$ cat config.mk
export PLATFORM = sky130hd
export DESIGN_NAME = adc_config_register_bank
export DESIGN_NICKNAME = d
export VERILOG_FILES = /design/src/adc_cfg_pkg.sv /design/src/adc_config_register_bank.sv
export SDC_FILE = /design/constraint.sdc
export NUM_CORES = 1
export LEC_CHECK = 0
export ABC_AREA = 1
export ABC_CLOCK_PERIOD_IN_PS = 1200
export BUFFER_PORTS_ARGS = -buffer_cell sky130_fd_sc_hd__buf_4
export CAP_MARGIN = 20
export CORE_UTILIZATION = 27
export CTS_CLUSTER_SIZE = 10
export DETAILED_ROUTE_END_ITERATION = 7
export PLACE_DENSITY_LB_ADDON = 0.08
export SLEW_MARGIN = 20
export SYNTH_ARGS = -nofsm -noshare
export SYNTH_HDL_FRONTEND = slang
export SYNTH_SLANG_ARGS = --single-unit
$ cat constraint.sdc
create_clock -name mclk -period 1.2 [get_ports mclk]
set_input_delay 0.06 -clock mclk [delete_from_list [all_inputs] [get_ports mclk]]
set_output_delay 0.06 -clock mclk [all_outputs]
set_load 0.02 [all_outputs]
$ cat src/adc_cfg_pkg.sv
package adc_cfg_pkg;
  // register indices on the register port
  localparam logic [7:0] STATUS_ADDR = 8'h01;
  localparam logic [7:0] MODE_ADDR = 8'h02;
  localparam logic [7:0] CLOCK_ADDR = 8'h03;
  localparam logic [7:0] GAIN_ADDR = 8'h04;
  localparam logic [7:0] RSVD5_ADDR = 8'h05;
  localparam logic [7:0] CHOP_ADDR = 8'h06;
  // reset values
  localparam logic [15:0] MODE_RST = 16'h0510;
  localparam logic [15:0] CLOCK_RST = 16'h038e;
  localparam logic [15:0] GAIN_RST = 16'h0000;
  localparam logic [15:0] RSVD5_RST = 16'h0000;
  localparam logic [15:0] CHOP_RST = 16'h0600;
  // writable bit masks
  localparam logic [15:0] MODE_WMASK = 16'hffff;
  localparam logic [15:0] CLOCK_WMASK = 16'h03ff;
  localparam logic [15:0] GAIN_WMASK = 16'hffff;
  localparam logic [15:0] CHOP_WMASK = 16'hffff;
  // mode field positions
  localparam int MODE_REGCRC_BIT = 13;
  localparam int MODE_RXCRC_BIT = 12;
  localparam int MODE_CRCTYPE_BIT = 11;
  localparam int MODE_RESET_BIT = 10;
  localparam int MODE_WLEN_LSB = 8;
  localparam int MODE_TIMEOUT_BIT = 4;
  localparam int MODE_FLOAT_BIT = 1;
  // clock field positions
  localparam int CLK_CH1_BIT = 9;
  localparam int CLK_CH0_BIT = 8;
  localparam int CLK_SEL_BIT = 7;
  localparam int CLK_OSR_LSB = 2;
  localparam int CLK_PWR_LSB = 0;
  // gain and chop field positions
  localparam int GAIN1_LSB = 4;
  localparam int GAIN0_LSB = 0;
  localparam int CHOP_DLY_LSB = 9;
  localparam int CHOP_EN_BIT = 8;
  // status field positions
  localparam int STAT_CRCTYPE_BIT = 11;
  localparam int STAT_RESET_BIT = 10;
  localparam int STAT_WLEN_LSB = 8;
  // register access request
  typedef struct packed {
    logic wr;
    logic rd;
    logic [7:0] addr;
    logic [15:0] wdata;
  } reg_req_t;
  // decoded settings handed to the converter
  typedef struct packed {
    logic [1:0] word_length_select;
    logic timeout_enable;
    logic ready_pin_idle_float;
    logic reg_crc_enable;
    logic rx_crc_enable;
    logic crc_type_ansi;
    logic second_channel_enable;
    logic first_channel_enable;
    logic ext_clock_select;
    logic [2:0] oversample_ratio_code;
    logic [1:0] power_mode_code;
    logic [2:0] second_channel_gain;
    logic [2:0] first_channel_gain;
    logic [3:0] chop_delay_code;
    logic chop_enable;
  } adc_cfg_t;
endpackage

$ cat src/adc_config_register_bank.sv
`timescale 1ns/1ps
// Functional notes
// reset flag set; mode write zero clears
// word length 16/24/32pad/32sign select
// serial timeout enable resets to one
// idle ready pin high or floating
// clock bit 9 enables second channel
// clock bit 8 enables first channel
// clock bit 7 selects external clock
// oversampling ratio is 128 times two^code
// power mode code, reset high resolution
// gain bits 6:4 second channel gain
// gain bits 2:0 first channel gain
// clock register resets to 038Eh
// status mirrors word length and reset flag
// mode holds crc enables and type
// chop delay code, default sixteen periods
// chop enable bit 8, reset disabled
// host writes reserved zero; read-only ignored
// settings apply at next conversion start; the ready pin follows the mode float bit at once
module adc_config_register_bank
  import adc_cfg_pkg::*;
(
  input wire logic mclk,
  input wire logic nrst,
  input wire reg_req_t req, // register read/write request
  output logic [15:0] rdata_ff, // read data, registered
  output logic rvalid_ff, // read answer strobe
  input wire logic conv_start, // converter begins a conversion
  input wire logic [1:0] new_data, // per-channel data available
  output adc_cfg_t cfg_ff, // settings latched at conversion start
  output logic [15:0] osr_ratio_ff, // decoded oversampling ratio
  output logic data_ready_out, // ready pin output level
  output logic data_ready_oe // ready pin output enable
);
  // register storage
  logic [15:0] mode_ff;
  logic [15:0] clock_ff;
  logic [15:0] gain_ff;
  logic [15:0] rsvd5_ff;
  logic [15:0] chop_ff;
  logic reset_flag_ff; // sticky reset indicator
  adc_cfg_t nxt_cfg;
  logic [15:0] status_w;
  logic any_new;

  // masked write merge
  function automatic logic [15:0] merge(input logic [15:0] old, input logic [15:0] wd,
                                        input logic [15:0] msk);
    merge = (old & ~msk) | (wd & msk);
  endfunction

  // oversampling ratio from code
  function automatic logic [15:0] osr_of(input logic [2:0] code);
    osr_of = 16'h0080 << code;
  endfunction

  // mode register writes
  always_ff @(posedge mclk or negedge nrst)
  begin
    if (!nrst)
      mode_ff <= MODE_RST;
    else if (req.wr && req.addr == MODE_ADDR)
      mode_ff <= merge(mode_ff, req.wdata, MODE_WMASK);
  end

  // sticky reset flag, cleared by writing zero to mode reset bit
  always_ff @(posedge mclk or negedge nrst)
  begin
    if (!nrst)
      reset_flag_ff <= 1'b1;
    else if (req.wr && req.addr == MODE_ADDR && !req.wdata[MODE_RESET_BIT])
      reset_flag_ff <= 1'b0;
  end

  // clock register, upper reserved bits read-only
  always_ff @(posedge mclk or negedge nrst)
  begin
    if (!nrst)
      clock_ff <= CLOCK_RST;
    else if (req.wr && req.addr == CLOCK_ADDR)
      clock_ff <= merge(clock_ff, req.wdata, CLOCK_WMASK);
  end

  // gain, reserved and chop registers
  always_ff @(posedge mclk or negedge nrst)
  begin
    if (!nrst)
    begin
      gain_ff <= GAIN_RST;
      rsvd5_ff <= RSVD5_RST;
      chop_ff <= CHOP_RST;
    end
    else if (req.wr)
    begin
      if (req.addr == GAIN_ADDR)
        gain_ff <= merge(gain_ff, req.wdata, GAIN_WMASK);
      else if (req.addr == RSVD5_ADDR)
        rsvd5_ff <= req.wdata;
      else if (req.addr == CHOP_ADDR)
        chop_ff <= merge(chop_ff, req.wdata, CHOP_WMASK);
    end
  end

  // status view mirrors word length, crc type and reset flag
  always_comb
  begin
    status_w = 16'h0000;
    status_w[STAT_CRCTYPE_BIT] = mode_ff[MODE_CRCTYPE_BIT];
    status_w[STAT_RESET_BIT] = reset_flag_ff;
    status_w[STAT_WLEN_LSB +: 2] = mode_ff[MODE_WLEN_LSB +: 2];
    status_w[1:0] = new_data;
  end

  // read answer, one cycle after request
  always_ff @(posedge mclk or negedge nrst)
  begin
    if (!nrst)
    begin
      rdata_ff <= 16'h0000;
      rvalid_ff <= 1'b0;
    end
    else
    begin
      rvalid_ff <= req.rd;
      if (req.rd)
      begin
        if (req.addr == STATUS_ADDR)
          rdata_ff <= status_w;
        else if (req.addr == MODE_ADDR)
          rdata_ff <= {mode_ff[15:11], reset_flag_ff, mode_ff[9:0]};
        else if (req.addr == CLOCK_ADDR)
          rdata_ff <= clock_ff;
        else if (req.addr == GAIN_ADDR)
          rdata_ff <= gain_ff;
        else if (req.addr == RSVD5_ADDR)
          rdata_ff <= rsvd5_ff;
        else if (req.addr == CHOP_ADDR)
          rdata_ff <= chop_ff;
        else
          rdata_ff <= 16'h0000; // unmapped reads zero
      end
    end
  end

  // decode of live register contents
  always_comb
  begin
    nxt_cfg.word_length_select = mode_ff[MODE_WLEN_LSB +: 2];
    nxt_cfg.timeout_enable = mode_ff[MODE_TIMEOUT_BIT];
    nxt_cfg.ready_pin_idle_float = mode_ff[MODE_FLOAT_BIT];
    nxt_cfg.reg_crc_enable = mode_ff[MODE_REGCRC_BIT];
    nxt_cfg.rx_crc_enable = mode_ff[MODE_RXCRC_BIT];
    nxt_cfg.crc_type_ansi = mode_ff[MODE_CRCTYPE_BIT];
    nxt_cfg.second_channel_enable = clock_ff[CLK_CH1_BIT];
    nxt_cfg.first_channel_enable = clock_ff[CLK_CH0_BIT];
    nxt_cfg.ext_clock_select = clock_ff[CLK_SEL_BIT];
    nxt_cfg.oversample_ratio_code = clock_ff[CLK_OSR_LSB +: 3];
    nxt_cfg.power_mode_code = clock_ff[CLK_PWR_LSB +: 2];
    nxt_cfg.second_channel_gain = gain_ff[GAIN1_LSB +: 3];
    nxt_cfg.first_channel_gain = gain_ff[GAIN0_LSB +: 3];
    nxt_cfg.chop_delay_code = chop_ff[CHOP_DLY_LSB +: 4];
    nxt_cfg.chop_enable = chop_ff[CHOP_EN_BIT];
  end

  // settings captured at conversion start only
  always_ff @(posedge mclk or negedge nrst)
  begin
    if (!nrst)
    begin
      cfg_ff <= '0;
      osr_ratio_ff <= 16'h0000;
    end
    else if (conv_start)
    begin
      cfg_ff <= nxt_cfg;
      osr_ratio_ff <= osr_of(nxt_cfg.oversample_ratio_code);
    end
  end

  // ready pin: low on new data, else high or float
  assign any_new = |new_data;
  assign data_ready_out = ~any_new;
  assign data_ready_oe = any_new | ~mode_ff[MODE_FLOAT_BIT];

  // assertions
  clear_flag_a: assert property (@(posedge mclk) disable iff (!nrst)
    (req.wr && req.addr == MODE_ADDR && !req.wdata[MODE_RESET_BIT])
      |=> !status_w[STAT_RESET_BIT] [*2])
    else $error("reset flag not cleared");
  flag_sticky_a: assert property (@(posedge mclk) disable iff (!nrst)
    $fell(reset_flag_ff) |-> $past(req.wr && req.addr == MODE_ADDR && !req.wdata[MODE_RESET_BIT]))
    else $error("reset flag dropped without write");
  wlen_mirror_a: assert property (@(posedge mclk) disable iff (!nrst)
    (req.rd && req.addr == STATUS_ADDR) |=>
      rdata_ff[STAT_WLEN_LSB +: 2] == $past(mode_ff[MODE_WLEN_LSB +: 2]) &&
      rdata_ff[STAT_RESET_BIT] == $past(reset_flag_ff))
    else $error("status read does not mirror mode");
  clock_rsvd_a: assert property (@(posedge mclk) disable iff (!nrst)
    clock_ff[15:10] == 6'h00)
    else $error("clock reserved bits changed");
  ready_float_a: assert property (@(posedge mclk) disable iff (!nrst)
    (!any_new && mode_ff[MODE_FLOAT_BIT]) |-> !data_ready_oe)
    else $error("ready pin driven while floating");
  ready_high_a: assert property (@(posedge mclk) disable iff (!nrst)
    (!any_new && !mode_ff[MODE_FLOAT_BIT]) |-> (data_ready_oe && data_ready_out))
    else $error("ready pin not high when idle");
  cfg_hold_a: assert property (@(posedge mclk) disable iff (!nrst)
    !conv_start |=> $stable(cfg_ff))
    else $error("settings changed without conversion start");
  cfg_take_a: assert property (@(posedge mclk) disable iff (!nrst)
    conv_start |=> cfg_ff.first_channel_enable == $past(clock_ff[CLK_CH0_BIT]) &&
      cfg_ff.second_channel_gain == $past(gain_ff[GAIN1_LSB +: 3]))
    else $error("settings not taken at start");
  osr_value_a: assert property (@(posedge mclk) disable iff (!nrst)
    conv_start |=> osr_ratio_ff == (16'h0080 << $past(clock_ff[CLK_OSR_LSB +: 3])))
    else $error("oversampling ratio wrong");
  read_answer_a: assert property (@(posedge mclk) disable iff (!nrst)
    (req.rd && req.addr == CLOCK_ADDR && !req.wr) |=> rvalid_ff && rdata_ff == $past(clock_ff))
    else $error("clock read wrong");
  write_read_c: cover property (@(posedge mclk) disable iff (!nrst)
    req.wr && req.addr == CLOCK_ADDR ##1 req.rd && req.addr == CLOCK_ADDR);
  flag_clear_c: cover property (@(posedge mclk) disable iff (!nrst) $fell(reset_flag_ff));
  float_idle_c: cover property (@(posedge mclk) disable iff (!nrst) !data_ready_oe);
  start_c: cover property (@(posedge mclk) disable iff (!nrst) conv_start && chop_ff[CHOP_EN_BIT]);
endmodule // adc_config_register_bank

==> results.json, run 1 <==
{
  "fin_crit_sh": 0.929,
  "start_util": 0.277,
  "clock.fmax_mhz": 897,
  "ys_dominant_reg_cell": "dfrtp_1",
  "drive_gt1_frac": 0.327,
  "yosysMostFrequentCell": "nand2_1",
  "drtAntennaViolNets": 0,
  "grt_overflow": 0,
  "fillers": 2099,
  "pre_cts_slack_ns": -0.311,
  "leakage_nw": 3.78,
  "die_h_um": 146,
  "core-area_mm2": 0.0203,
  "cts.sinks": 125,
  "portBuffers": 83,
  "crit_path_end_kind": "output pin",
  "synth_edf_count": 0,
  "synth_area_per_cell_um2": 9.40,
  "multi_input_area_mm2": 0.00209,
  "dr.pass1.iters": 5,
  "ys_seq_elements": 125,
  "cp_num_buf_inv": 1,
  "yosys_warnings": 0,
  "io_pins": 92,
  "fin_crit_ns": 1.12,
  "dp_hpwl_mm": 11.4,
  "yosys-top-cells-area": "dfrtp_1, nand2_1, dfstp_2",
  "drv_slew": 0,
  "dp.cells": 963,
  "die_area_mm2": 0.0214,
  "root_buffer": "clkbuf_16",
  "synth_commonest_cells": "nand2_1, dfrtp_1, o21ai_1",
  "vias_per_cell": 4.41,
  "setup_viol": 0,
  "first_iter_violations": 265,
  "antennaDiodeCount": 0,
  "cap_viol_max_count": 0,
  "ys_seq_area_frac": 0.559,
  "slew_headroom": 0.491,
  "crit_family": "flip-flops",
  "worst_setup_path_start_kind": "register",
  "die_w_um": 146,
  "design_area_mm2": 0.00762,
  "clockBufferDepth": 2,
  "fin_cells": 1008,
  "max_stage_delay_ns": 0.42,
  "grt_start_max_net_pins": 44,
  "cts.clk_slew.worst_paths_ns": 0.06,
  "peakVddDrop_mv": 0.849,
  "grt_pass1_wl_mm": 25.3,
  "status": "finished, final reports clean",
  "numCtsBuffers": 17,
  "vias": 4441,
  "gp_congestion": 0.802,
  "async_flop_share": 1.00,
  "fin_ws_ns": 0.0850,
  "ys_types": 34,
  "ff_latch_area_mm2": 0.00314,
  "p_per_area_mw_per_mm2": 1470,
  "crit_required_ns": 1.14,
  "nets": 756,
  "antenna_found_initial": 0,
  "wl_mm": 15.8,
  "skew_ns": 0.00609,
  "utilization": 0.375,
  "power.total_mw": 11.2,
  "grt_pass1_vias": 4351,
  "cp.arrival_ns": 1.06,
  "drcViolationCount": 0,
  "wl_per_cell_um": 15.6,
  "worst_pin_slew_ns": 0.762,
  "synth_top_area_share": 0.507,
  "synthCells": 598,
  "hold_violations": 0,
  "cts_tree": "done",
  "path_class": "reg -> out",
  "fp-row-count": 52,
  "syn_area_mm2": 0.00562,
  "critPathSlowestCell": "dfrtp_1",
  "htreeDepth": 4,
  "crit_chain": "nand2_1 -> buf_4",
  "syn_to_final_growth_pct": 35.5,
  "min_path_type": "in -> reg",
  "track_usage": 0.155,
  "synth_top_area_cell": "dfrtp_1",
  "path_max_fanout": 4,
  "clock_latency_ns": 0.42,
  "placed_cell_area_mm2": 0.00684,
  "rsz0062_at_grt": "false"
}
==> flip-flops by register name, indices dropped and copies added (netlist names) <==
| register | flops |
|---|---|
| reset_flag_ff | 1 |
| cfg_ff | 26 |
| gain_ff | 16 |
| clock_ff | 10 |
| rvalid_ff | 1 |
| mode_ff | 15 |
| chop_ff | 16 |
| rdata_ff | 16 |
| rsvd5_ff | 16 |
| osr_ratio_ff | 8 |
==> worst min-delay path: cells and delay by family <==
family	cells	cell delay [ns]
buf+inv	2	0.18
compound gates	1	0.15
==> where the power goes <==
group	internal, mW	leakage, nW	switching, mW
registers	4.42	1.67	0.123
logic	0.377	1.80	0.551
clock network	3.75	0.314	1.96
total	8.55	3.78	2.63
==> area by class of cell <==
type	count	area share
Inverter	47	0.0246
Clock buffer	19	0.0581
Clock inverter	13	0.0281
Tap cell	270	0.0443
Sequential cell	125	0.412
Timing Repair Buffer	135	0.157
Timing Repair inverter	1	0.000657
Multi-Input combinational cell	398	0.274
==> repair_timing <==
item	4_1_cts	5_1_grt
buffers inserted	0	3
hold buffers	9	0
setup endpoints to repair	0	4
endpoints found under the hold margin	150	0
resized for setup	0	1
==> path summary, 6_finish.rpt <==
path	from	end	slack [ns]	cells past startpoint
min in group asynchronous	nrst	cfg_ff[23]$_DFFE_PN0P_	0.21	3
max reg2reg	chop_ff[0]$_DFFE_PN0P_	rdata_ff[0]$_DFFE_PN0P_	0.18	4
max in group asynchronous	nrst	chop_ff[10]$_DFFE_PN1P_	0.69	3
max	mode_ff[1]$_DFFE_PN0N_	data_ready_oe	0.08	2
min reg2reg	mode_ff[8]$_DFFE_PN1N_	mode_ff[8]$_DFFE_PN1N_	0.47	2
min	req[6]	mode_ff[6]$_DFFE_PN0N_	0.007	3
==> metal layers <==
| metal | track usage | wire, um | part of all wire |
|---|---|---|---|
| met1 | 0.229 | 8020 | 0.51 |
| met2 | 0.225 | 6910 | 0.44 |
| met3 | 0.0322 | 655 | 0.042 |
| met4 | 0.0469 | 171 | 0.011 |
| met5 | 0 | 0 | 0 |
==> cell usage in the layout, fill, tap and decap left out <==
cell type and n:
nand2_4 3, nand4_1 8, clkbuf_1 1, nand3_2 1
o21ai_1 51, inv_2 3, a21oi_1 17, clkinv_2 1
a21boi_0 2, dfrtp_1 114, o22ai_1 8, clkinv_4 4
nand3_4 2, o21ai_2 15, nand3_1 42, clkinvlp_2 1
nand2_2 18, nor2_4 2, nand2_1 149, clkinvlp_4 3
nor3_4 2, o21ai_0 10, conb_1 8, o211ai_1 2
mux2_2 17, inv_4 1, nor2_8 2, clkbuf_16 17
bufinv_16 5, dlygate4sd3_1 9, dfstp_2 11, nor2_1 34
buf_12 13, inv_1 41, inv_6 2, clkbuf_8 1
nor2_2 4, buf_4 113, o21a_1 1
==> kinds of logic (layout without fill, tap and decap cells) <==
kind of cell | Yosys count | count (layout) | share of synthesized area
compound gates | 106 | 106 | 0.108
flops | 125 | 125 | 0.559
buf+inv | 82 | 215 | 0.0743
simple gates | 267 | 267 | 0.224
other cells | 1 | 8 | 0.000667
mux | 17 | 17 | 0.0340
==> metrics by stage <==
step	TNS (ns)	hold WS, ns
2_1_floorplan	0	-0.236
3_3_place_gp	-13.64	0.0950
3_5_place_dp	-14.42	0.0933
4_1_cts	0	0.00623
5_1_grt	0	0.0133
6_report	0	0.00729
Power figures use the tool's default switching activity.
==> run 2, diff against run 1 <==
- RECOVER_POWER: not set -> 100
==> run 2 against run 1 <==
Against the previous run: the run now ends with negative hold slack left; non-clock buffer count unchanged; count of clock-buffer cells in the layout unchanged; worst setup slack better by 0.0035 ns; hold slack worse by 0.011 ns; core utilization down 1.8 points; sequential share of layout area up 2.1 points; cell count unchanged; critical path depth unchanged.
==> results.json, run 2 (same netlist as run 1, synthesis figures left out) <==
{
  "final_cell_mix": "nand2_1, dfrtp_1, buf_4",
  "status": "complete, but fails checks",
  "cap_viol_max_count": 0,
  "setup_viol": 0,
  "drcViolationCount": 0,
  "cts.sinks": 125,
  "grt_overflow": 0,
  "critPathSlowestCell": "dfrtp_1",
  "setup_tns_ns": 0,
  "cp.arrival_ns": 1.05,
  "die_w_um": 146,
  "vias_per_cell": 4.41,
  "drv_slew": 0,
  "clock_latency_ns": 0.41,
  "min_from": "req[6]",
  "p_per_area_mw_per_mm2": 1530,
  "vias": 4448,
  "slew_headroom": 0.513,
  "multi_input_area_mm2": 0.00204,
  "power.total_mw": 11.1,
  "dr.pass1.iters": 6,
  "worst_pin_slew_ns": 0.730,
  "ff_latch_area_mm2": 0.00314,
  "gp_congestion": 0.802,
  "die_area_mm2": 0.0214,
  "antennaDiodeCount": 0,
  "cts.clk_slew.worst_paths_ns": 0.06,
  "antenna_found_initial": 0,
  "crit_family": "flip-flops",
  "max_stage_delay_ns": 0.42,
  "leakage_nw": 3.53,
  "start_util": 0.277,
  "grt_pass1_vias": 4351,
  "rsz0062_at_grt": "false",
  "peakVddDrop_mv": 0.839,
  "portBuffers": 83,
  "clock.fmax_mhz": 900,
  "cts_tree": "done",
  "fp-row-count": 52,
  "htreeDepth": 4,
  "grt_pass1_wl_mm": 25.3,
  "track_usage": 0.155,
  "crit_required_ns": 1.14,
  "fillers": 2151,
  "die_h_um": 146,
  "critPathLaunch": "mode_ff[1]$_DFFE_PN0N_",
  "cp_num_buf_inv": 1,
  "root_buffer": "clkbuf_16",
  "crit_chain": "nand2_1 -> buf_4",
  "io_pins": 92,
  "worst_setup_path_start_kind": "register",
  "skew_ns": 0.00572,
  "drtAntennaViolNets": 0,
  "fin_crit_sh": 0.926,
  "holdWs_ns": -0.00324,
  "largest_reg_flops": 26,
  "core-area_mm2": 0.0203,
  "utilization": 0.357,
  "fin_crit_ns": 1.11,
  "violations": "negative hold slack",
  "hold_violations": 1,
  "nets": 756,
  "mostFrequentLayoutCell": "nand2_1",
  "clockBufferDepth": 2,
  "numCtsBuffers": 17,
  "path_class": "reg -> out",
  "top_register": "cfg_ff",
  "drive_gt1_frac": 0.238,
  "min_path_type": "in -> reg",
  "grt_start_max_net_pins": 44,
  "crit_path_end_kind": "output pin",
  "wl_per_cell_um": 15.6,
  "first_iter_violations": 272,
  "syn_to_final_growth_pct": 28.9,
  "path_max_fanout": 4,
  "r2r_start": "clock_ff[3]$_DFFE_PN1P_",
  "dp_hpwl_mm": 11.4,
  "wl_mm": 15.7
}
[run 2: cell count changes in the layout (fill, tap and decap cells not counted), moves of 2 or more]
cell / change
nand3_4: -2
clkbuf_2: +13
nand2_1: +6
buf_2: +2
nand3_1: +3
buf_4: -60
o21ai_1: -29
nand2_2: -6
clkbuf_1: +47
dfstp_2: -7
clkbuf_4: +6
buf_12: -8
o21ai_0: +29
dfstp_1: +7
[run 2: timing repair]
action / CTS / global route
hold buffers: 9 / 0
gates resized for setup: 0 / 1
setup endpoints to repair: 0 / 4
buffers inserted: 0 / 3
hold endpoints to repair: 150 / 0
[run 2: power by group]
group,switching [mW],leakage [nW],total [mW],internal [mW]
Sequential,0.119,1.67,4.53,4.41
Combinational,0.539,1.54,0.832,0.292
Clock,1.96,0.314,5.71,3.76
[run 2: path summary, 6_finish.rpt]
| path | to | depth (start not counted) | slack (ns) |
|---|---|---|---|
| setup / recovery | data_ready_oe | 2 | 0.09 |
| hold / removal | mode_ff[6]$_DFFE_PN0N_ | 3 | -0.003 |
| setup reg to reg | osr_ratio_ff[8]$_DFFE_PN0P_ | 3 | 0.16 |
| hold reg to reg | reset_flag_ff$_DFFE_PN1P_ | 2 | 0.47 |
| max in group asynchronous | rsvd5_ff[9]$_DFFE_PN0P_ | 3 | 0.37 |
| min in group asynchronous | osr_ratio_ff[10]$_DFFE_PN0P_ | 3 | 0.37 |
[run 2: area by class of cell]
class | instances | area share
clock inverter | 13 | 0.0295
timing repair inverter | 1 | 0.000690
tap | 270 | 0.0466
clock buffer | 19 | 0.0611
multi-input combinational | 398 | 0.281
timing repair buffer | 135 | 0.122
inverter | 47 | 0.0259
sequential | 125 | 0.433
[run 2: layer usage]
layer / track usage / wire (um) / vias up / part of all wire
li1: - / - / 2190 / -
met1: 0.229 / 8100 / 2138 / 0.51
met2: 0.225 / 6930 / 111 / 0.44
met3: 0.0322 / 585 / 9 / 0.037
met4: 0.0469 / 119 / 0 / 0.0076
met5: 0 / 0 / - / 0
[run 2: worst register-to-register path: cells and delay by family, from the launching register on]
| family | cells | cell delay [ns] |
|---|---|---|
| DFF | 1 | 0.62 |
| AOI/OAI and AO/OA | 1 | 0.08 |
| and+or+nand+nor | 1 | 0.10 |
| buffers and inverters | 1 | 0.11 |
[run 2: metrics by stage]
stage	instances	setup slack (ns)	cell area (um2)
global placement	963	-0.278	6840
floorplan	605	0.122	5650
finish	1008	0.0885	7250
detailed placement	963	-0.311	6840
global route	1008	0.0185	7250
CTS	1004	0.0619	7590
